[config.mk]
export PLATFORM = sky130hd
export DESIGN_NAME = ec_crc4_lpbk_ctrl
export DESIGN_NICKNAME = d
export VERILOG_FILES = /design/src/ec_crc4_lpbk_ctrl.v
export VERILOG_INCLUDE_DIRS = /design/src /design/src/shared
export SDC_FILE = /design/constraint.sdc
export NUM_CORES = 1
export LEC_CHECK = 0
export BUFFER_PORTS_ARGS = -buffer_cell sky130_fd_sc_hd__buf_2
export CAP_MARGIN = 30
export CORE_MARGIN = 2
export CORE_UTILIZATION = 50
export CTS_CLUSTER_SIZE = 30
export DETAILED_ROUTE_END_ITERATION = 8
export PLACE_DENSITY = 0.74
export SLEW_MARGIN = 20
export SYNTH_ARGS = -nofsm -noshare
export SYNTH_HDL_FRONTEND = slang
export SYNTH_SLANG_ARGS = --single-unit
[constraint.sdc]
create_clock -name i_core_clk -period 2.7 [get_ports i_core_clk]
set_input_delay 0.135 -clock i_core_clk [delete_from_list [all_inputs] [get_ports i_core_clk]]
set_output_delay 0.135 -clock i_core_clk [all_outputs]
set_load 0.005 [all_outputs]
[src/shared/ec_crc4_lpbk_consts.vh]
// Constants for the primary-rate CRC-4 inhibit and loopback control block
`ifndef EC_CRC4_LPBK_CONSTS_VH
`define EC_CRC4_LPBK_CONSTS_VH

// Bit positions inside a 256-bit frame: bits 1 to 3 of timeslot zero, and the last bit
`define EC_POS_BIT1    8'h00
`define EC_POS_BIT2    8'h01
`define EC_POS_BIT3    8'h02
`define EC_POS_LAST    8'hff
// Timeslots carrying alignment (0) and signalling (16), not B-channels
`define EC_TS_ZERO     5'h00
`define EC_TS_SIG      5'h10
// Multiframe alignment word seen in bit 1 of frames 1,3,5,7,9,11
`define EC_MFAS_WORD   6'h0b
`define EC_MF_FRAME11  4'hb
`define EC_MF_FRAME0   4'h0
`define EC_SMF_MASK    3'h0
`define EC_CRC_ZERO    4'h0
`define EC_SMF_FULL    2'h2
`define EC_SMF_ONE     2'h1
`define EC_SMF_NONE    2'h0
// Frame count just before a sub-multiframe boundary
`define EC_SMF_LAST    3'h7

`endif

[src/ec_crc4_lpbk_ctrl.v]
// CRC-4 inhibit, CRC-4 multiframe check and loopback control for a primary-rate line
`timescale 1ns/1ps
`default_nettype none
`include "ec_crc4_lpbk_consts.vh"

module ec_crc4_lpbk_ctrl (
  input  wire        i_core_clk,
  input  wire        i_rst_n,
  input  wire        i_crc_inhibit,
  input  wire        i_internal_test,
  input  wire [29:0] i_loop_b_chan,
  input  wire        i_bit_valid,
  input  wire        i_frame_start,
  input  wire        i_rx_bit,
  input  wire        i_tx_bit,
  output reg         o_tx_bit,
  output reg         o_tx_valid,
  output reg         o_local_crc_error_report,
  output reg         o_crc_mf_locked,
  output reg         o_remote_alarm_indication
);

  ////////////////////////////////////////////////////////////////////////////
  // Multiframe search states, one-hot
  localparam [2:0] ST_OFF    = 3'b001;
  localparam [2:0] ST_SEARCH = 3'b010;
  localparam [2:0] ST_LOCK   = 3'b100;

  // CRC-4 step, generator x^4 + x + 1, first bit of the block enters first
  function [3:0] crc4_step;
    input [3:0] crc;
    input       din;
    reg         fb;
    begin
      fb        = crc[3] ^ din;
      crc4_step = {crc[2], crc[1], crc[0] ^ fb, fb};
    end
  endfunction

  // Loopback select for a timeslot; timeslots 0 and 16 are never B-channels
  function chan_looped;
    input [4:0]  ts;
    input [29:0] mask;
    begin
      if (ts == `EC_TS_ZERO || ts == `EC_TS_SIG) begin
        chan_looped = 1'b0;
      end else if (ts < `EC_TS_SIG) begin
        chan_looped = mask[ts - 5'h01];
      end else begin
        chan_looped = mask[ts - 5'h02];
      end
    end
  endfunction

  ////////////////////////////////////////////////////////////////////////////
  reg [2:0] state_reg,   state_next;
  reg [7:0] pos_reg,     pos_next;
  reg [3:0] frame_reg,   frame_next;
  reg       bit1_reg,    bit1_next;
  reg       nfas_reg,    nfas_next;
  reg [5:0] mfas_sh_reg, mfas_sh_next;
  reg [3:0] crc_reg,     crc_next;
  reg [3:0] crc_prev_reg, crc_prev_next;
  reg [3:0] rx_c_reg,    rx_c_next;
  reg [1:0] smf_seen_reg, smf_seen_next;
  reg       err_next;
  reg       rai_next;
  reg       tx_next;

  wire [7:0] pos      = i_frame_start ? `EC_POS_BIT1 : pos_reg;
  wire [4:0] ts       = pos[7:3];
  wire       fas_fr   = ~frame_reg[0];
  // Taken from the registered count so the head flag never reads the receive process's own result
  wire       smf_head = i_bit_valid && i_frame_start && (frame_reg[2:0] == `EC_SMF_LAST);

  ////////////////////////////////////////////////////////////////////////////
  // Receive side: alignment word search, lock keeping and CRC-4 check
  always @* begin
    state_next    = state_reg;
    pos_next      = pos_reg;
    frame_next    = frame_reg;
    bit1_next     = bit1_reg;
    nfas_next     = nfas_reg;
    mfas_sh_next  = mfas_sh_reg;
    crc_next      = crc_reg;
    crc_prev_next = crc_prev_reg;
    rx_c_next     = rx_c_reg;
    smf_seen_next = smf_seen_reg;
    err_next      = 1'b0;
    rai_next      = o_remote_alarm_indication;
    if (i_bit_valid) begin
      pos_next = pos + 8'h01;
      if (i_frame_start) begin
        frame_next = frame_reg + 4'h1;
      end
      if (pos == `EC_POS_BIT1) begin
        bit1_next = i_rx_bit;
      end
      if (pos == `EC_POS_BIT2) begin
        nfas_next = i_rx_bit;
        if (i_rx_bit) begin
          mfas_sh_next = {mfas_sh_reg[4:0], bit1_reg};
        end
      end
      // Alarm bit of frames without the alignment word
      if (pos == `EC_POS_BIT3 && nfas_reg) begin
        rai_next = i_rx_bit;
      end
    end
    case (state_reg)
      ST_OFF: begin
        smf_seen_next = `EC_SMF_NONE;
        if (!i_crc_inhibit) begin
          state_next = ST_SEARCH;
        end
      end
      ST_SEARCH: begin
        smf_seen_next = `EC_SMF_NONE;
        // Six bits seen means we stand in frame 11 of the multiframe
        if (i_bit_valid && pos == `EC_POS_BIT2 && i_rx_bit &&
            {mfas_sh_reg[4:0], bit1_reg} == `EC_MFAS_WORD) begin
          state_next = ST_LOCK;
          frame_next = `EC_MF_FRAME11;
          crc_next   = `EC_CRC_ZERO;
        end
      end
      ST_LOCK: begin
        if (i_bit_valid) begin
          // C bits sit in bit 1 of alignment frames and count as zero in the sum on frames marked by i_frame_start
          if (pos == `EC_POS_BIT1 && fas_fr && !i_frame_start) begin
            rx_c_next = {rx_c_reg[2:0], i_rx_bit};
          end
          if (pos == `EC_POS_BIT1 && i_frame_start && ~frame_next[0]) begin
            rx_c_next = {rx_c_reg[2:0], i_rx_bit};
          end
          if (smf_head) begin
            crc_prev_next = crc_reg;
            crc_next      = crc4_step(`EC_CRC_ZERO, 1'b0);
            if (smf_seen_reg != `EC_SMF_FULL) begin
              smf_seen_next = smf_seen_reg + `EC_SMF_ONE;
            end
            // C bits of the finished block check the block before it
            if (smf_seen_reg == `EC_SMF_FULL && rx_c_reg != crc_prev_reg) begin
              err_next = 1'b1;
            end
          end else if (pos == `EC_POS_BIT1 && ~frame_next[0] && i_frame_start) begin
            crc_next = crc4_step(crc_reg, 1'b0);
          end else begin
            crc_next = crc4_step(crc_reg, i_rx_bit);
          end
          // Loss of the alignment word drops back to search
          if (pos == `EC_POS_BIT2 && i_rx_bit && frame_reg == `EC_MF_FRAME11 &&
              {mfas_sh_reg[4:0], bit1_reg} != `EC_MFAS_WORD) begin
            state_next = ST_SEARCH;
          end
        end
      end
      default: begin
        state_next = ST_OFF;
      end
    endcase
    // Inhibit overrides search, lock and CRC check: no search, no lock, no report
    if (i_crc_inhibit) begin
      state_next = ST_OFF;
      err_next   = 1'b0;
    end
  end

  ////////////////////////////////////////////////////////////////////////////
  // Transmit side; test mode sends all ones rather than live frames
  always @* begin
    tx_next = i_tx_bit;
    if (i_internal_test) begin
      tx_next = 1'b1;
    end else if (i_crc_inhibit && pos == `EC_POS_BIT1) begin
      tx_next = 1'b1;
    end else if (chan_looped(ts, i_loop_b_chan)) begin
      // Receive and transmit share bit timing, so the loop needs no frame store
      tx_next = i_rx_bit;
    end
  end

  ////////////////////////////////////////////////////////////////////////////
  // State and output registers
  always @(posedge i_core_clk) begin
    if (!i_rst_n) begin
      state_reg                 <= ST_OFF;
      pos_reg                   <= `EC_POS_BIT1;
      frame_reg                 <= `EC_MF_FRAME0;
      bit1_reg                  <= 1'b0;
      nfas_reg                  <= 1'b0;
      mfas_sh_reg               <= 6'h00;
      crc_reg                   <= `EC_CRC_ZERO;
      crc_prev_reg              <= `EC_CRC_ZERO;
      rx_c_reg                  <= `EC_CRC_ZERO;
      smf_seen_reg              <= `EC_SMF_NONE;
      o_tx_bit                  <= 1'b1;
      o_tx_valid                <= 1'b0;
      o_local_crc_error_report  <= 1'b0;
      o_crc_mf_locked           <= 1'b0;
      o_remote_alarm_indication <= 1'b0;
    end else begin
      state_reg                 <= state_next;
      pos_reg                   <= pos_next;
      frame_reg                 <= frame_next;
      bit1_reg                  <= bit1_next;
      nfas_reg                  <= nfas_next;
      mfas_sh_reg               <= mfas_sh_next;
      crc_reg                   <= crc_next;
      crc_prev_reg              <= crc_prev_next;
      rx_c_reg                  <= rx_c_next;
      smf_seen_reg              <= smf_seen_next;
      o_tx_bit                  <= i_bit_valid ? tx_next : o_tx_bit;
      o_tx_valid                <= i_bit_valid;
      o_local_crc_error_report  <= err_next;
      o_crc_mf_locked           <= (state_next == ST_LOCK);
      o_remote_alarm_indication <= rai_next;
    end
  end

endmodule // ec_crc4_lpbk_ctrl
`default_nettype wire

# After elaboration in Yosys (flattened, before gate mapping)
# Index checks and enable logic that the tools add are counted.
# word_totals
regBits	41
inputBits	38
elab_cells	117
# op_classes
n_addsub	5
n_lt_le_gt_ge	3
n_eq_ne	18
n_mux	33
n_bitwise	9
n_reduce_logical	34
# op_table
op	count
$mux 4	9
$logic_and 1x1->1	17
$lt 5x6->1 const B	2
$mux 3	4
$reduce_and 3->1	4
$bmux 1 s5	2
$mux 1	10
$ne 2x2->1 const B	5
$eq 3x3->1 const B	3
$pmux 3 s3	1
$add 8x1->8 const B	1
$eq 8x1->1 const B	1
$eq 8x2->1 const B	1
$logic_not 8->1	1
$mux 2	4
$mux 8	1
$pmux 4 s2	1
$eq 6x4->1 const B	1
$ne 6x4->1 const B	1
$not 1->1	6
$reduce_and 2->1	3
$reduce_bool 2->1	3
$eq 5x5->1 const B	1
$logic_not 5->1	1
other kinds (17)	19

# Longest topological paths before layout
# Gate-level depths: netlist of run 1.
# depth
depth_word	11
mapped_depth	12

# Least setup slack after synthesis of run 1
# Ideal clock, no wire load.
# synth_timing
path_type	register to register
startpoint	reg pos_reg[4]
endpoint	reg o_tx_bit
setup_ns	0.073
arrival_ns	2.707
t_required_ns	2.627
path_slack_ns	-0.080
path_stages_with_launch	10
synth_period_minus_slack_ns	2.780
path_cell_list	dfxtp_1 clkbuf_1 nand2_1 ha_1 clkbuf_1 mux4_1 a2111oi_2 nor4_1 o211a_1 nor3_2
# synth_between
elab_chain_cells	11
word_cells_on_any_way	20
# synth_rtl
item	line_no	rtl
start: declaration	ec_crc4_lpbk_ctrl.v:57	reg [7:0] pos_reg, pos_next;
start signal: assignment	ec_crc4_lpbk_ctrl.v:188	pos_reg <= `EC_POS_BIT1;
start signal: assignment	ec_crc4_lpbk_ctrl.v:204	pos_reg <= pos_next;
$mux 8 *	ec_crc4_lpbk_ctrl.v:70	wire [7:0] pos = i_frame_start ? `EC_POS_BIT1 : pos_reg;
$sub 5x2->5 or $sub 5x1->5 (tied branches)	ec_crc4_lpbk_ctrl.v:50, ec_crc4_lpbk_ctrl.v:48	
$bmux 1 s5 (on tied branches)	ec_crc4_lpbk_ctrl.v:50, ec_crc4_lpbk_ctrl.v:48	
$mux 1 (on tied branches)	ec_crc4_lpbk_ctrl.v:50, ec_crc4_lpbk_ctrl.v:48	
$mux 1	ec_crc4_lpbk_ctrl.v:47	end else if (ts < `EC_TS_SIG) begin
$mux 1	ec_crc4_lpbk_ctrl.v:45	if (ts == `EC_TS_ZERO || ts == `EC_TS_SIG) begin
$mux 1	ec_crc4_lpbk_ctrl.v:175	end else if (i_crc_inhibit && pos == `EC_POS_BIT1) begin
$mux 1	ec_crc4_lpbk_ctrl.v:173	if (i_internal_test) begin
$mux 1	ec_crc4_lpbk_ctrl.v:177	end else if (chan_looped(ts, i_loop_b_chan)) begin
$mux 1 *	ec_crc4_lpbk_ctrl.v:175	
$mux 1 *	ec_crc4_lpbk_ctrl.v:173	
end signal: assignment	ec_crc4_lpbk_ctrl.v:213	o_tx_bit <= i_bit_valid ? tx_next : o_tx_bit;
end: declaration	ec_crc4_lpbk_ctrl.v:16	output reg o_tx_bit,
# Every way passes the cells marked *; elsewhere a longest branch is shown, timed or not. The select of a mux whose other input is x is not followed.
# A chain may end at the register's enable or synchronous reset.

# Worst setup path in the final report of run 1
# layout_timing
startpoint	reg pos_reg[5]
endpoint	reg o_tx_bit
# The elaborated chain is that of the path after synthesis.

==> summary.json, run 1 <==
{
  "status": {"value": "finished clean"},
  "timing.reg2reg.worst_path_depth": {"value": 10},
  "synth_sequential_area_ratio": {"value": 29.7, "unit": "%"},
  "via_per_inst": {"value": 5.67},
  "clkSinkCount": {"value": 41},
  "clock.fmax": {"value": 0.407, "unit": "GHz"},
  "timing.critical_path.max_delay_family": {"value": "simple AND/OR/NAND/NOR gates"},
  "hold_path.class": {"value": "in2reg"},
  "timing.critical_path.required": {"value": 2.89, "unit": "ns"},
  "io_pins": {"value": 43},
  "total_cts_buffers": {"value": 5},
  "cts-root-buf": {"value": "sky130_fd_sc_hd__clkbuf_8"},
  "worstMarginPinSlew": {"value": 0.418, "unit": "ns"},
  "pwr-share-seq": {"value": 53.1, "unit": "%"},
  "period_share": {"value": 91.0, "unit": "%"},
  "drt-total-wl": {"value": 6.52, "unit": "mm"},
  "buffer_ports.inserted": {"value": 42},
  "mostFrequentLayoutCell": {"value": "sky130_fd_sc_hd__buf_2"},
  "synth-main-ff-cell": {"value": "sky130_fd_sc_hd__dfxtp_1"},
  "drt_pass1_iterations": {"value": 4},
  "arrival": {"value": 2.64, "unit": "ns"},
  "power.share.clock": {"value": 36.0, "unit": "%"},
  "pwr_density_cell": {"value": 371, "unit": "nW/µm²"},
  "hold_path_end": {"value": "o_tx_valid"},
  "grt_start_max_net_pins": {"value": 38},
  "avgRoutedWirePerCell": {"value": 15.1, "unit": "µm"},
  "proportion_of_layout_cells_with_a_drive_suffix_above_1": {"value": 21.1, "unit": "%"},
  "setup_ws": {"value": 0.244, "unit": "ns"},
  "timing.max_slew.rel_slack": {"value": 72.0, "unit": "%"},
  "initial_cell_density_of_the_core": {"value": 51.1, "unit": "%"},
  "post_cts_hold_buffer_count": {"value": 0},
  "timing_hold_violations_final": {"value": 0},
  "die_area": {"value": 6140, "unit": "µm²"},
  "finClkSkew": {"value": 0.00759, "unit": "ns"},
  "post_cts_buffers": {"value": 0},
  "gr-usage-met2": {"value": 35.4, "unit": "%"},
  "setup_viol_count_final": {"value": 0},
  "drc": {"value": 0},
  "via_count_of_the_first_global_routing_pass": {"value": 2370},
  "postSynthRegisterBits": {"value": 41},
  "p_sw": {"value": 290, "unit": "µW"},
  "ys_warn_count": {"value": 0},
  "timing.max_cap.violations": {"value": 0},
  "ir_drop": {"value": 0.370, "unit": "mV"},
  "synthesis.instances": {"value": 320},
  "dp.final_hpwl": {"value": 4.89, "unit": "mm"},
  "reg2reg_setup_slack": {"value": 0.24, "unit": "ns"},
  "total_global_routing_track_utilization": {"value": 22.4, "unit": "%"},
  "mostFrequentLayoutCells": {"value": "sky130_fd_sc_hd__buf_2, sky130_fd_sc_hd__dfxtp_1, sky130_fd_sc_hd__nand2_1"},
  "globalplace.congestion": {"value": 0.935},
  "synthArstFlopShare": {"value": 0, "unit": "%"},
  "synth_edf_count": {"value": 0},
  "nets": {"value": 411},
  "htreeDepth": {"value": 2},
  "endpoint_kind": {"value": "register"},
  "use_met1": {"value": 31.1, "unit": "%"},
  "cp_max_fo": {"value": 8},
  "intPower": {"value": 882, "unit": "µW"},
  "ant_nets": {"value": 0},
  "worstSkewPairLatency": {"value": 0.30, "unit": "ns"},
  "timing.critical_path.cells": {"value": "and2b_4 > inv_1 > ha_1 > mux4_2 > nand3_1 > o311ai_1 > nor3_1 > nor4_2 > o32ai_1 > nor3_2"},
  "grt_pass1_wl": {"value": 11.0, "unit": "mm"},
  "crit_path_start_kind": {"value": "register"},
  "placeableCoreArea": {"value": 5410, "unit": "µm²"},
  "setup.worst_path.class": {"value": "reg2reg"},
  "detailroute.via_count": {"value": 2455},
  "leftover_overflow_at_the_end_of_global_routing": {"value": 0},
  "post_route_setup_tns": {"value": 0, "unit": "ns"},
  "cts_tree": {"value": "yes"},
  "r2r_start": {"value": "pos_reg[5]"},
  "worstHoldPathCells": {"value": 3},
  "grt_antenna_before_repair": {"value": 0},
  "timing.rr.end": {"value": "o_tx_bit"},
  "layout_min_cycle_time": {"value": 2.46, "unit": "ns"},
  "gr-usage-met3": {"value": 4.02, "unit": "%"},
  "drt_iter0_drc": {"value": 222},
  "synth_nets": {"value": 371},
  "floorplan.die.width": {"value": 78.4, "unit": "µm"},
  "path_buf_inv": {"value": 1},
  "area.growth.synth_to_final": {"value": 14.2, "unit": "%"},
  "combinationalPowerShare": {"value": 10.9, "unit": "%"},
  "globalRoute.busiestLayer": {"value": "met2"},
  "p_leak": {"value": 0.00131, "unit": "µW"},
  "rsz0062_at_grt": {"value": "false"},
  "place_worst_setup_slack": {"value": 0.0876, "unit": "ns"},
  "num_antenna_cells": {"value": 0},
  "clk_path_buf_depth": {"value": 2},
  "timing.final.max_slew_violations": {"value": 0},
  "fillers": {"value": 489},
  "largest_register_ff_count": {"value": 8},
  "syn-cell-area": {"value": 2760, "unit": "µm²"},
  "postSynthAreaPerCell": {"value": 8.64, "unit": "µm²"},
  "cts.reportedPaths.clkPinSlew": {"value": 0.08, "unit": "ns"},
  "floorplan.rows": {"value": 27},
  "slowest_delay": {"value": 0.42, "unit": "ns"},
  "cp_slowest_cell": {"value": "sky130_fd_sc_hd__dfxtp_2"},
  "power.share.switching": {"value": 24.7, "unit": "%"},
  "synth.distinct_cells": {"value": 61},
  "die_h": {"value": 78.4, "unit": "µm"},
  "holdCritStartpoint": {"value": "i_rst_n"}
}
## metal layers
layer  vias to the layer above  share of wire [%]  wire [µm]
met2                        76                 44       2890
met3                        13                5.5        359
li1                       1217                  -          -
met4                         0                1.5         99
met1                      1149                 49       3180
met5                         -                  0          0
## metrics by stage
step	util, %	cells	hold WS [ns]	cell area, µm²	total power [µW]
floorplan	-	320	0.262	2770	710
global placement	56.4	425	0.401	3050	761
detailed placement	56.4	425	0.410	3050	762
CTS	58.1	433	0.0966	3140	1180
global route	58.4	433	0.0986	3160	1220
finish	58.4	433	0.101	3160	1170
## how the worst max path moves through the flow
stage / start / end / slack, ns / cells past startpoint
finish: pos_reg[5] / o_tx_bit / 0.24 / 10
global placement: pos_reg[5] / o_tx_bit / 0.22 / 9
global route: pos_reg[5] / o_tx_bit / 0.06 / 10
floorplan: pos_reg[4] / o_tx_bit / 0.05 / 9
detailed placement: pos_reg[5] / o_tx_bit / 0.09 / 9
CTS: pos_reg[5] / o_tx_bit / 0.09 / 9
## cells in the mapped netlist (all sizes together) (3+ instances only)
| library cell | n | area (µm²) |
|---|---|---|
| xor2 | 8 | 70.1 |
| o211a | 3 | 30.0 |
| mux2i | 21 | 210 |
| nand2b | 4 | 25.0 |
| mux4 | 4 | 93.8 |
| buf | 9 | 51.3 |
| a21oi | 12 | 60.1 |
| nand3 | 11 | 55.1 |
| nor4 | 5 | 31.3 |
| and3 | 5 | 31.3 |
| clkbuf | 9 | 33.8 |
| dfxtp | 41 | 821 |
| and2 | 7 | 43.8 |
| o21a | 3 | 22.5 |
| inv | 13 | 51.3 |
| ha | 13 | 163 |
| nand2 | 30 | 113 |
| nor2 | 16 | 60.1 |
| nand4 | 4 | 25.0 |
| xnor2 | 10 | 106 |
| o21ai | 8 | 40.0 |
| mux2 | 4 | 45.0 |
| a21boi | 4 | 30.0 |
| nor3 | 13 | 75.1 |
| nor2b | 27 | 169 |
## tightest hold or removal path, stage by stage
cell	delay [ns]
sky130_fd_sc_hd__buf_2	0.09
sky130_fd_sc_hd__nand2_1	0.06
sky130_fd_sc_hd__inv_1	0.08
## logic make-up (layout without fill, tap and decap cells)
logic type | count (synthesis) | after routing | share of synthesized area [%]
XOR/XNOR | 18 | 18 | 6.38
adder cells (fa/ha/maj) | 13 | 13 | 5.89
AND/OR/NAND/NOR | 136 | 136 | 27.2
AO/OA/AOI/OAI | 52 | 52 | 13.3
buffers and inverters | 31 | 72 | 4.93
flip-flops | 41 | 41 | 29.7
multiplexers | 29 | 29 | 12.6
## power by group through the flow
stage          logic [µW]  clock network, µW  registers, µW
2_1_floorplan        75.0                  0            635
3_3_place_gp          126                  0            636
3_5_place_dp          126                  0            636
4_1_cts               127                432            622
5_1_grt               142                456            624
6_report              128                422            622
## layout make-up
cell class	instances	area, µm²	area share (%)
clock inverters	2	13.8	0.436
flip-flops and latches	41	822	26.0
clock buffers	6	82.6	2.62
well taps	72	90.1	2.85
multi-input cells	248	1820	57.6
repair buffers	51	278	8.80
inverters	13	51.3	1.63
## timing repair
action / 4_1_cts / 5_1_grt
resized for setup: 0 / 3
endpoints found under the setup margin: 0 / 1
hold endpoints to repair: 0 / 0
Note: power is estimated with default switching activity, not from simulation.
==> run 2: changes to the inputs <==
Settings changed: CTS_CLUSTER_SIZE 30 to 24, GPL_TIMING_DRIVEN from default to 0.
==> summary.json, run 2 (same netlist as run 1, synthesis figures left out) <==
{
  "slowest_delay": {"value": 0.31, "unit": "ns", "change": "-0.11 ns"},
  "proportion_of_layout_cells_with_a_drive_suffix_above_1": {"value": 21.4, "unit": "%", "change": "+0.30 points"},
  "leftover_overflow_at_the_end_of_global_routing": {"value": 0, "change": "unchanged"},
  "layout_min_cycle_time": {"value": 2.54, "unit": "ns", "change": "+0.0868 ns"},
  "multiInputGateArea": {"value": 1830, "unit": "µm²", "change": "+0.62%"},
  "dp.final_hpwl": {"value": 4.89, "unit": "mm", "change": "about the same"},
  "die_area": {"value": 6140, "unit": "µm²", "change": "unchanged"},
  "timing_hold_violations_final": {"value": 0, "change": "unchanged"},
  "stdcell_count": {"value": 442, "change": "+2.1%"},
  "fillers": {"value": 496, "change": "+1.4%"},
  "mostFrequentLayoutCells": {"value": "sky130_fd_sc_hd__buf_2, sky130_fd_sc_hd__dfxtp_1, sky130_fd_sc_hd__nand2_1"},
  "p_leak": {"value": 0.00132, "unit": "µW", "change": "+1.4%"},
  "floorplan.die.width": {"value": 78.4, "unit": "µm", "change": "unchanged"},
  "cp_slowest_cell": {"value": "sky130_fd_sc_hd__dfxtp_1"},
  "floorplan.rows": {"value": 27, "change": "unchanged"},
  "rsz0062_at_grt": {"value": "false"},
  "total_placed_cells_including_tap_cells": {"value": 434, "change": "+2.1%"},
  "largest_register_ff_count": {"value": 8, "change": "unchanged"},
  "total_cts_buffers": {"value": 5, "change": "unchanged"},
  "period_share": {"value": 94.2, "unit": "%", "change": "+3.2 points"},
  "drc": {"value": 0, "change": "unchanged"},
  "drt-total-wl": {"value": 6.34, "unit": "mm", "change": "-2.9%"},
  "globalplace.congestion": {"value": 0.918, "change": "-1.8%"},
  "path_buf_inv": {"value": 4, "change": "+3"},
  "clock.fmax": {"value": 0.393, "unit": "GHz", "change": "-3.4%"},
  "timing.critical_path.cells": {"value": "clkbuf_4 > nand2b_1 > buf_6 > ha_1 > buf_4 > xnor2_4 > buf_12 > mux4_2 > nor3_1 > nor4_2 > o211a_1 > nor3_2"},
  "mostFrequentLayoutCell": {"value": "sky130_fd_sc_hd__buf_2"},
  "ir_drop": {"value": 0.335, "unit": "mV", "change": "-9.7%"},
  "clk_path_buf_depth": {"value": 2, "change": "unchanged"},
  "via_count_of_the_first_global_routing_pass": {"value": 2297, "change": "-3.1%"},
  "setup.worst_path.class": {"value": "reg2reg"},
  "buffer_ports.inserted": {"value": 42, "change": "unchanged"},
  "grt_start_max_net_pins": {"value": 14, "change": "-63%"},
  "timing.critical_path.max_delay_family": {"value": "buffers and inverters"},
  "num_antenna_cells": {"value": 0, "change": "unchanged"},
  "cts.reportedPaths.clkPinSlew": {"value": 0.08, "unit": "ns", "change": "about the same"},
  "initial_cell_density_of_the_core": {"value": 51.1, "unit": "%", "change": "unchanged"},
  "crit_path_start_kind": {"value": "register"},
  "post_cts_hold_buffer_count": {"value": 0, "change": "unchanged"},
  "pwr_density_cell": {"value": 365, "unit": "nW/µm²", "change": "-1.7%"},
  "total_global_routing_track_utilization": {"value": 22.0, "unit": "%", "change": "-0.36 points"},
  "cts_tree": {"value": "yes"},
  "setup_viol_count_final": {"value": 0, "change": "unchanged"},
  "grt_pass1_wl": {"value": 10.9, "unit": "mm", "change": "-1.3%"},
  "timing.max_slew.rel_slack": {"value": 68.3, "unit": "%", "change": "-3.7 points"},
  "timing.critical_path.required": {"value": 2.92, "unit": "ns", "change": "+0.03 ns"},
  "grt_antenna_before_repair": {"value": 0, "change": "unchanged"},
  "hold_slack": {"value": 0.114, "unit": "ns", "change": "+0.0133 ns"},
  "timing.final.max_slew_violations": {"value": 0, "change": "unchanged"},
  "nets": {"value": 420, "change": "+2.2%"},
  "htreeDepth": {"value": 2, "change": "unchanged"},
  "status": {"value": "finished clean"},
  "drt_pass1_iterations": {"value": 4, "change": "unchanged"},
  "worstSkewPairLatency": {"value": 0.29, "unit": "ns", "change": "about the same"},
  "hold_path.class": {"value": "in2reg"},
  "endpoint_kind": {"value": "register"},
  "io_pins": {"value": 43, "change": "unchanged"},
  "sequential_cell_area": {"value": 822, "unit": "µm²", "change": "unchanged"},
  "cp_max_fo": {"value": 11, "change": "+3"},
  "postLayoutCoreUtil": {"value": 59.6, "unit": "%", "change": "+1.2 points"},
  "timing.max_cap.violations": {"value": 0, "change": "unchanged"},
  "die_h": {"value": 78.4, "unit": "µm", "change": "unchanged"},
  "cts-root-buf": {"value": "sky130_fd_sc_hd__clkbuf_8"},
  "arrival": {"value": 2.76, "unit": "ns", "change": "+0.12 ns"},
  "via_per_inst": {"value": 5.50, "change": "-3.1%"},
  "avgRoutedWirePerCell": {"value": 14.3, "unit": "µm", "change": "-4.9%"},
  "finClkSkew": {"value": 0.00479, "unit": "ns", "change": "-0.00279 ns"},
  "placeableCoreArea": {"value": 5410, "unit": "µm²", "change": "unchanged"},
  "area.growth.synth_to_final": {"value": 16.5, "unit": "%"},
  "drt_iter0_drc": {"value": 182, "change": "-18%"},
  "ant_nets": {"value": 0, "change": "unchanged"},
  "worstMarginPinSlew": {"value": 0.475, "unit": "ns", "change": "+0.0573 ns"},
  "detailroute.via_count": {"value": 2429, "change": "-1.1%"},
  "clkSinkCount": {"value": 41, "change": "unchanged"}
}
## run 2: cell count changes in the layout (fill, tap and decap cells not counted), sizes merged
| cell | previous run | this run |
|---|---|---|
| clkbuf | 6 | 15 |
## run 2: area by class of cell
| cell class | count | area share, % |
|---|---|---|
| multi-input cells | 248 | 56.8 |
| flip-flops and latches | 41 | 25.5 |
| repair buffers | 43 | 7.15 |
| plain buffers | 17 | 3.11 |
| well taps | 72 | 2.80 |
| clock buffers | 6 | 2.56 |
| inverters | 13 | 1.59 |
| clock inverters | 2 | 0.427 |
## run 2: routing by layer
layer / vias to the layer above / global-route usage [%] / share of wire [%]
li1: 1242 / - / -
met5: - / 0 / 0
met3: 6 / 4.25 / 4.8
met1: 1122 / 31.3 / 50
met4: 0 / 7.72 / 0.84
met2: 59 / 33.3 / 44
## run 2: timing repair
| item | 4_1_cts | 5_1_grt |
|---|---|---|
| pin swaps | 0 | 2 |
| resized for setup | 5 | 6 |
| endpoints found under the setup margin | 1 | 1 |
| gates cloned | 0 | 0 |
| buffers inserted | 0 | 1 |
## run 2: where the power goes
| part | internal [µW] | leakage (µW) | switching (µW) | total, µW |
|---|---|---|---|---|
| sequential | 614 | 0.000332 | 8.39 | 622 |
| clock | 207 | 0.0000512 | 215 | 423 |
| combinational | 61.2 | 0.000940 | 69.2 | 130 |
| total | 882 | 0.00132 | 293 | 1180 |
## run 2: final timing paths
path | from | to | slack [ns] | depth (start not counted)
setup reg to reg | pos_reg[3] | o_tx_bit | 0.16 | 12
hold / removal | i_rst_n | o_tx_valid | 0.11 | 3
setup / recovery | pos_reg[3] | o_tx_bit | 0.16 | 12
hold reg to reg | crc_reg[1] | crc_reg[1] | 0.49 | 2
## run 2: metrics by stage
step	cell area, µm²	worst slack [ns]	power, µW	TNS [ns]
after global placement	3070	-0.253	761	-0.253
after detailed placement	3070	-0.291	765	-0.291
after global routing	3220	0.00205	1230	0
after CTS	3170	0.00524	1190	0
final	3220	0.157	1180	0
after floorplan	2770	0.0532	710	0
## run 2: worst reg2reg max path: stages, from the launching register on
cell                       delay (ns)
sky130_fd_sc_hd__dfxtp_1         0.31
sky130_fd_sc_hd__clkbuf_4        0.17
sky130_fd_sc_hd__nand2b_1        0.10
sky130_fd_sc_hd__buf_6           0.16
sky130_fd_sc_hd__ha_1            0.18
sky130_fd_sc_hd__buf_4           0.18
sky130_fd_sc_hd__xnor2_4         0.18
sky130_fd_sc_hd__buf_12          0.14
sky130_fd_sc_hd__mux4_2          0.29
sky130_fd_sc_hd__nor3_1          0.25
sky130_fd_sc_hd__nor4_2          0.11
sky130_fd_sc_hd__o211a_1         0.24
sky130_fd_sc_hd__nor3_2          0.15
==> run 3: changes to the inputs <==
Settings changed: ABC_AREA from default to 1, GPL_TIMING_DRIVEN 0 to default.
Clock period 2.7 ns to 2.1 ns, I/O delays scaled along.
==> summary.json, run 3 <==
{
  "status": {"value": "finished clean"},
  "via_per_inst": {"value": 5.04, "change": "-8.2%"},
  "layout_min_cycle_time": {"value": 1.91, "unit": "ns", "change": "-0.632 ns"},
  "die_area": {"value": 6140, "unit": "µm²", "change": "about the same"},
  "sequential_cell_area": {"value": 823, "unit": "µm²", "change": "+0.15%"},
  "worstSkewPairLatency": {"value": 0.29, "unit": "ns", "change": "about the same"},
  "timing.final.max_slew_violations": {"value": 0, "change": "unchanged"},
  "synth_edf_count": {"value": 0, "change": "unchanged"},
  "nets": {"value": 547, "change": "+30%"},
  "ant_nets": {"value": 0, "change": "unchanged"},
  "synth_top_cell_area_share": {"value": 29.7, "unit": "%", "change": "about the same"},
  "setup_viol_count_final": {"value": 0, "change": "unchanged"},
  "ys_warn_count": {"value": 0, "change": "unchanged"},
  "synth.distinct_cells": {"value": 33, "change": "-46%"},
  "avgRoutedWirePerCell": {"value": 11.5, "unit": "µm", "change": "-20%"},
  "reg2reg_setup_slack": {"value": 0.19, "unit": "ns", "change": "+0.03 ns"},
  "synth_top_cells_by_count": {"value": "sky130_fd_sc_hd__nand2_1, sky130_fd_sc_hd__inv_1, sky130_fd_sc_hd__nand3_1"},
  "post_route_setup_tns": {"value": 0, "unit": "ns", "change": "unchanged"},
  "post_cts_hold_buffer_count": {"value": 0, "change": "unchanged"},
  "area.growth.synth_to_final": {"value": 15.8, "unit": "%"},
  "cts_tree": {"value": "yes"},
  "largest_register_ff_count": {"value": 8, "change": "unchanged"},
  "io_pins": {"value": 43, "change": "unchanged"},
  "finClkSkew": {"value": 0.00467, "unit": "ns", "change": "-0.000127 ns"},
  "synthArstFlopShare": {"value": 0, "unit": "%", "change": "unchanged"},
  "htreeDepth": {"value": 2, "change": "unchanged"},
  "most_frequent_cell_after_synthesis": {"value": "sky130_fd_sc_hd__nand2_1"},
  "place_worst_setup_slack": {"value": 0.134, "unit": "ns", "change": "+0.425 ns"},
  "drt_iter0_drc": {"value": 254, "change": "+40%"},
  "setup.worst_path.class": {"value": "reg2reg"},
  "synthTopCellsByArea": {"value": "sky130_fd_sc_hd__dfxtp_1, sky130_fd_sc_hd__nand2_1, sky130_fd_sc_hd__nand3_1"},
  "proportion_of_layout_cells_with_a_drive_suffix_above_1": {"value": 17.7, "unit": "%", "change": "-3.6 points"},
  "detailroute.via_count": {"value": 2869, "change": "+18%"},
  "clkSinkCount": {"value": 41, "change": "unchanged"},
  "drt_pass1_iterations": {"value": 4, "change": "unchanged"},
  "postSynthRegisterBits": {"value": 41, "change": "unchanged"},
  "worstMarginPinSlew": {"value": 0.498, "unit": "ns", "change": "+0.0230 ns"},
  "initial_cell_density_of_the_core": {"value": 51.1, "unit": "%", "change": "about the same"},
  "total_cts_buffers": {"value": 5, "change": "unchanged"},
  "floorplan.rows": {"value": 27, "change": "unchanged"},
  "via_count_of_the_first_global_routing_pass": {"value": 2596, "change": "+13%"},
  "num_antenna_cells": {"value": 0, "change": "unchanged"},
  "postSynthAreaPerCell": {"value": 6.22, "unit": "µm²", "change": "-28%"},
  "synth.largest_area_cell": {"value": "sky130_fd_sc_hd__dfxtp_1"},
  "setup_ws": {"value": 0.190, "unit": "ns", "change": "+0.0325 ns"},
  "mostFrequentLayoutCells": {"value": "sky130_fd_sc_hd__nand2_1, sky130_fd_sc_hd__inv_1, sky130_fd_sc_hd__nand3_1"},
  "die_h": {"value": 78.3, "unit": "µm", "change": "about the same"},
  "buffer_ports.inserted": {"value": 42, "change": "unchanged"},
  "period_share": {"value": 91.0, "unit": "%", "change": "-3.2 points"},
  "synth-main-ff-cell": {"value": "sky130_fd_sc_hd__dfxtp_1"},
  "drt-total-wl": {"value": 6.56, "unit": "mm", "change": "+3.5%"},
  "multiInputGateArea": {"value": 1590, "unit": "µm²", "change": "-13%"},
  "globalplace.congestion": {"value": 0.880, "change": "-4.1%"},
  "placeableCoreArea": {"value": 5410, "unit": "µm²", "change": "unchanged"},
  "p_leak": {"value": 0.00164, "unit": "µW", "change": "+24%"},
  "crit_path_start_kind": {"value": "register"},
  "leftover_overflow_at_the_end_of_global_routing": {"value": 0, "change": "unchanged"},
  "synth_nets": {"value": 495, "change": "+33%"},
  "cts.reportedPaths.clkPinSlew": {"value": 0.08, "unit": "ns", "change": "about the same"},
  "dp.final_hpwl": {"value": 5.08, "unit": "mm", "change": "+3.9%"},
  "pwr_density_cell": {"value": 479, "unit": "nW/µm²", "change": "+31%"},
  "clk_path_buf_depth": {"value": 2, "change": "unchanged"},
  "drc": {"value": 0, "change": "unchanged"},
  "mostFrequentLayoutCell": {"value": "sky130_fd_sc_hd__nand2_1"},
  "timing.max_cap.violations": {"value": 0, "change": "unchanged"},
  "grt_pass1_wl": {"value": 11.3, "unit": "mm", "change": "+3.7%"},
  "timing.max_slew.rel_slack": {"value": 66.5, "unit": "%", "change": "-1.8 points"},
  "hold_path.class": {"value": "in2reg"},
  "syn-cell-area": {"value": 2760, "unit": "µm²", "change": "about the same"},
  "synthesis.instances": {"value": 444, "change": "+39%"},
  "clock.fmax": {"value": 0.523, "unit": "GHz", "change": "+33%"},
  "cp_max_fo": {"value": 6, "change": "-5"},
  "fillers": {"value": 520, "change": "+4.8%"},
  "total_global_routing_track_utilization": {"value": 22.4, "unit": "%", "change": "+0.35 points"},
  "ir_drop": {"value": 0.552, "unit": "mV", "change": "+65%"},
  "floorplan.die.width": {"value": 78.3, "unit": "µm", "change": "about the same"},
  "endpoint_kind": {"value": "register"},
  "grt_antenna_before_repair": {"value": 0, "change": "unchanged"},
  "timing_hold_violations_final": {"value": 0, "change": "unchanged"},
  "grt_start_max_net_pins": {"value": 21, "change": "+7"},
  "synth_sequential_area_ratio": {"value": 29.7, "unit": "%", "change": "about the same"},
  "arrival": {"value": 2.10, "unit": "ns", "change": "-0.66 ns"},
  "timing.critical_path.required": {"value": 2.29, "unit": "ns", "change": "-0.63 ns"},
  "cts-root-buf": {"value": "sky130_fd_sc_hd__clkbuf_8"}
}
-- run 3: changes by cell type in the layout (fill, tap and decap cells not counted), sizes merged, moves of 15 or more --
cell / before / now
a21oi: 12 / 27
inv: 13 / 79
mux2i: 21 / 0
nand2: 30 / 115
nand3: 11 / 58
nor2: 16 / 41
nor2b: 27 / 0
o21ai: 8 / 28
-- run 3: worst max-delay path, stage by stage (launching register included) --
cell                      delay (ns)
sky130_fd_sc_hd__dfxtp_2        0.35
sky130_fd_sc_hd__nand2_2        0.09
sky130_fd_sc_hd__buf_4          0.18
sky130_fd_sc_hd__ha_1           0.22
sky130_fd_sc_hd__inv_1          0.06
sky130_fd_sc_hd__nand2_1        0.05
sky130_fd_sc_hd__nand2_1        0.12
sky130_fd_sc_hd__inv_1          0.07
sky130_fd_sc_hd__nand3_1        0.08
sky130_fd_sc_hd__nand3_1        0.07
sky130_fd_sc_hd__nand2_1        0.06
sky130_fd_sc_hd__inv_1          0.04
sky130_fd_sc_hd__a21oi_2        0.13
sky130_fd_sc_hd__nand2_1        0.06
sky130_fd_sc_hd__nand2_1        0.05
sky130_fd_sc_hd__nand3_1        0.06
sky130_fd_sc_hd__nand2_1        0.06
sky130_fd_sc_hd__nand2_1        0.04
-- run 3: routing by layer --
metal / vias up / share of wire (%) / GRT usage, %
li1: 1511 / - / -
met5: - / 0 / 0
met3: 6 / 4.8 / 4.14
met1: 1282 / 48 / 31.1
met2: 70 / 46 / 36.6
met4: 0 / 0.96 / 4.39
-- run 3: layout make-up --
type / count / area share, %
multi-input cells: 313 / 49.7
flip-flops and latches: 41 / 25.7
repair buffers: 55 / 9.62
inverters: 80 / 9.39
well taps: 72 / 2.82
clock buffers: 5 / 2.15
clock inverters: 3 / 0.548
-- run 3: path summary, 6_finish.rpt --
kind | cells after the start | endpoint | from
hold / removal | 3 | state_reg[0] | i_crc_inhibit
hold reg to reg | 2 | o_remote_alarm_indication | o_remote_alarm_indication
setup reg to reg | 17 | o_tx_bit | pos_reg[4]
setup / recovery | 17 | o_tx_bit | pos_reg[4]
-- run 3: cell families (layout without fill, tap and decap cells) --
logic type / count (synthesis) / count (layout) / synth area share [%]
flops: 41 / 41 / 29.7
compound gates: 60 / 60 / 11.5
buf+inv: 90 / 143 / 13.6
fa+ha+maj: 13 / 13 / 5.89
simple gates: 234 / 234 / 37.4
xor+xnor: 6 / 6 / 1.90
-- run 3: where the power goes --
group	switching (µW)	internal [µW]
clock network	277	229
registers	12.6	801
logic	129	84.1
total	418	1110
-- run 3: repair_timing --
| item | in CTS | in global routing |
|---|---|---|
| resized for setup | 0 | 10 |
| endpoints found under the hold margin | 0 | 0 |
| buffers inserted | 0 | 0 |
| endpoints found under the setup margin | 0 | 2 |
-- run 3: through the flow --
stage | cells | util [%] | instance area, µm² | total power [µW] | hold WS (ns)
after floorplan | 444 | - | 2760 | 962 | 0.221
after global placement | 561 | 57.1 | 3080 | 1040 | 0.392
after detailed placement | 561 | 57.1 | 3080 | 1040 | 0.395
after CTS | 569 | 58.7 | 3170 | 1530 | 0.0931
after global routing | 569 | 59.2 | 3200 | 1600 | 0.115
final | 569 | 59.2 | 3200 | 1530 | 0.0919
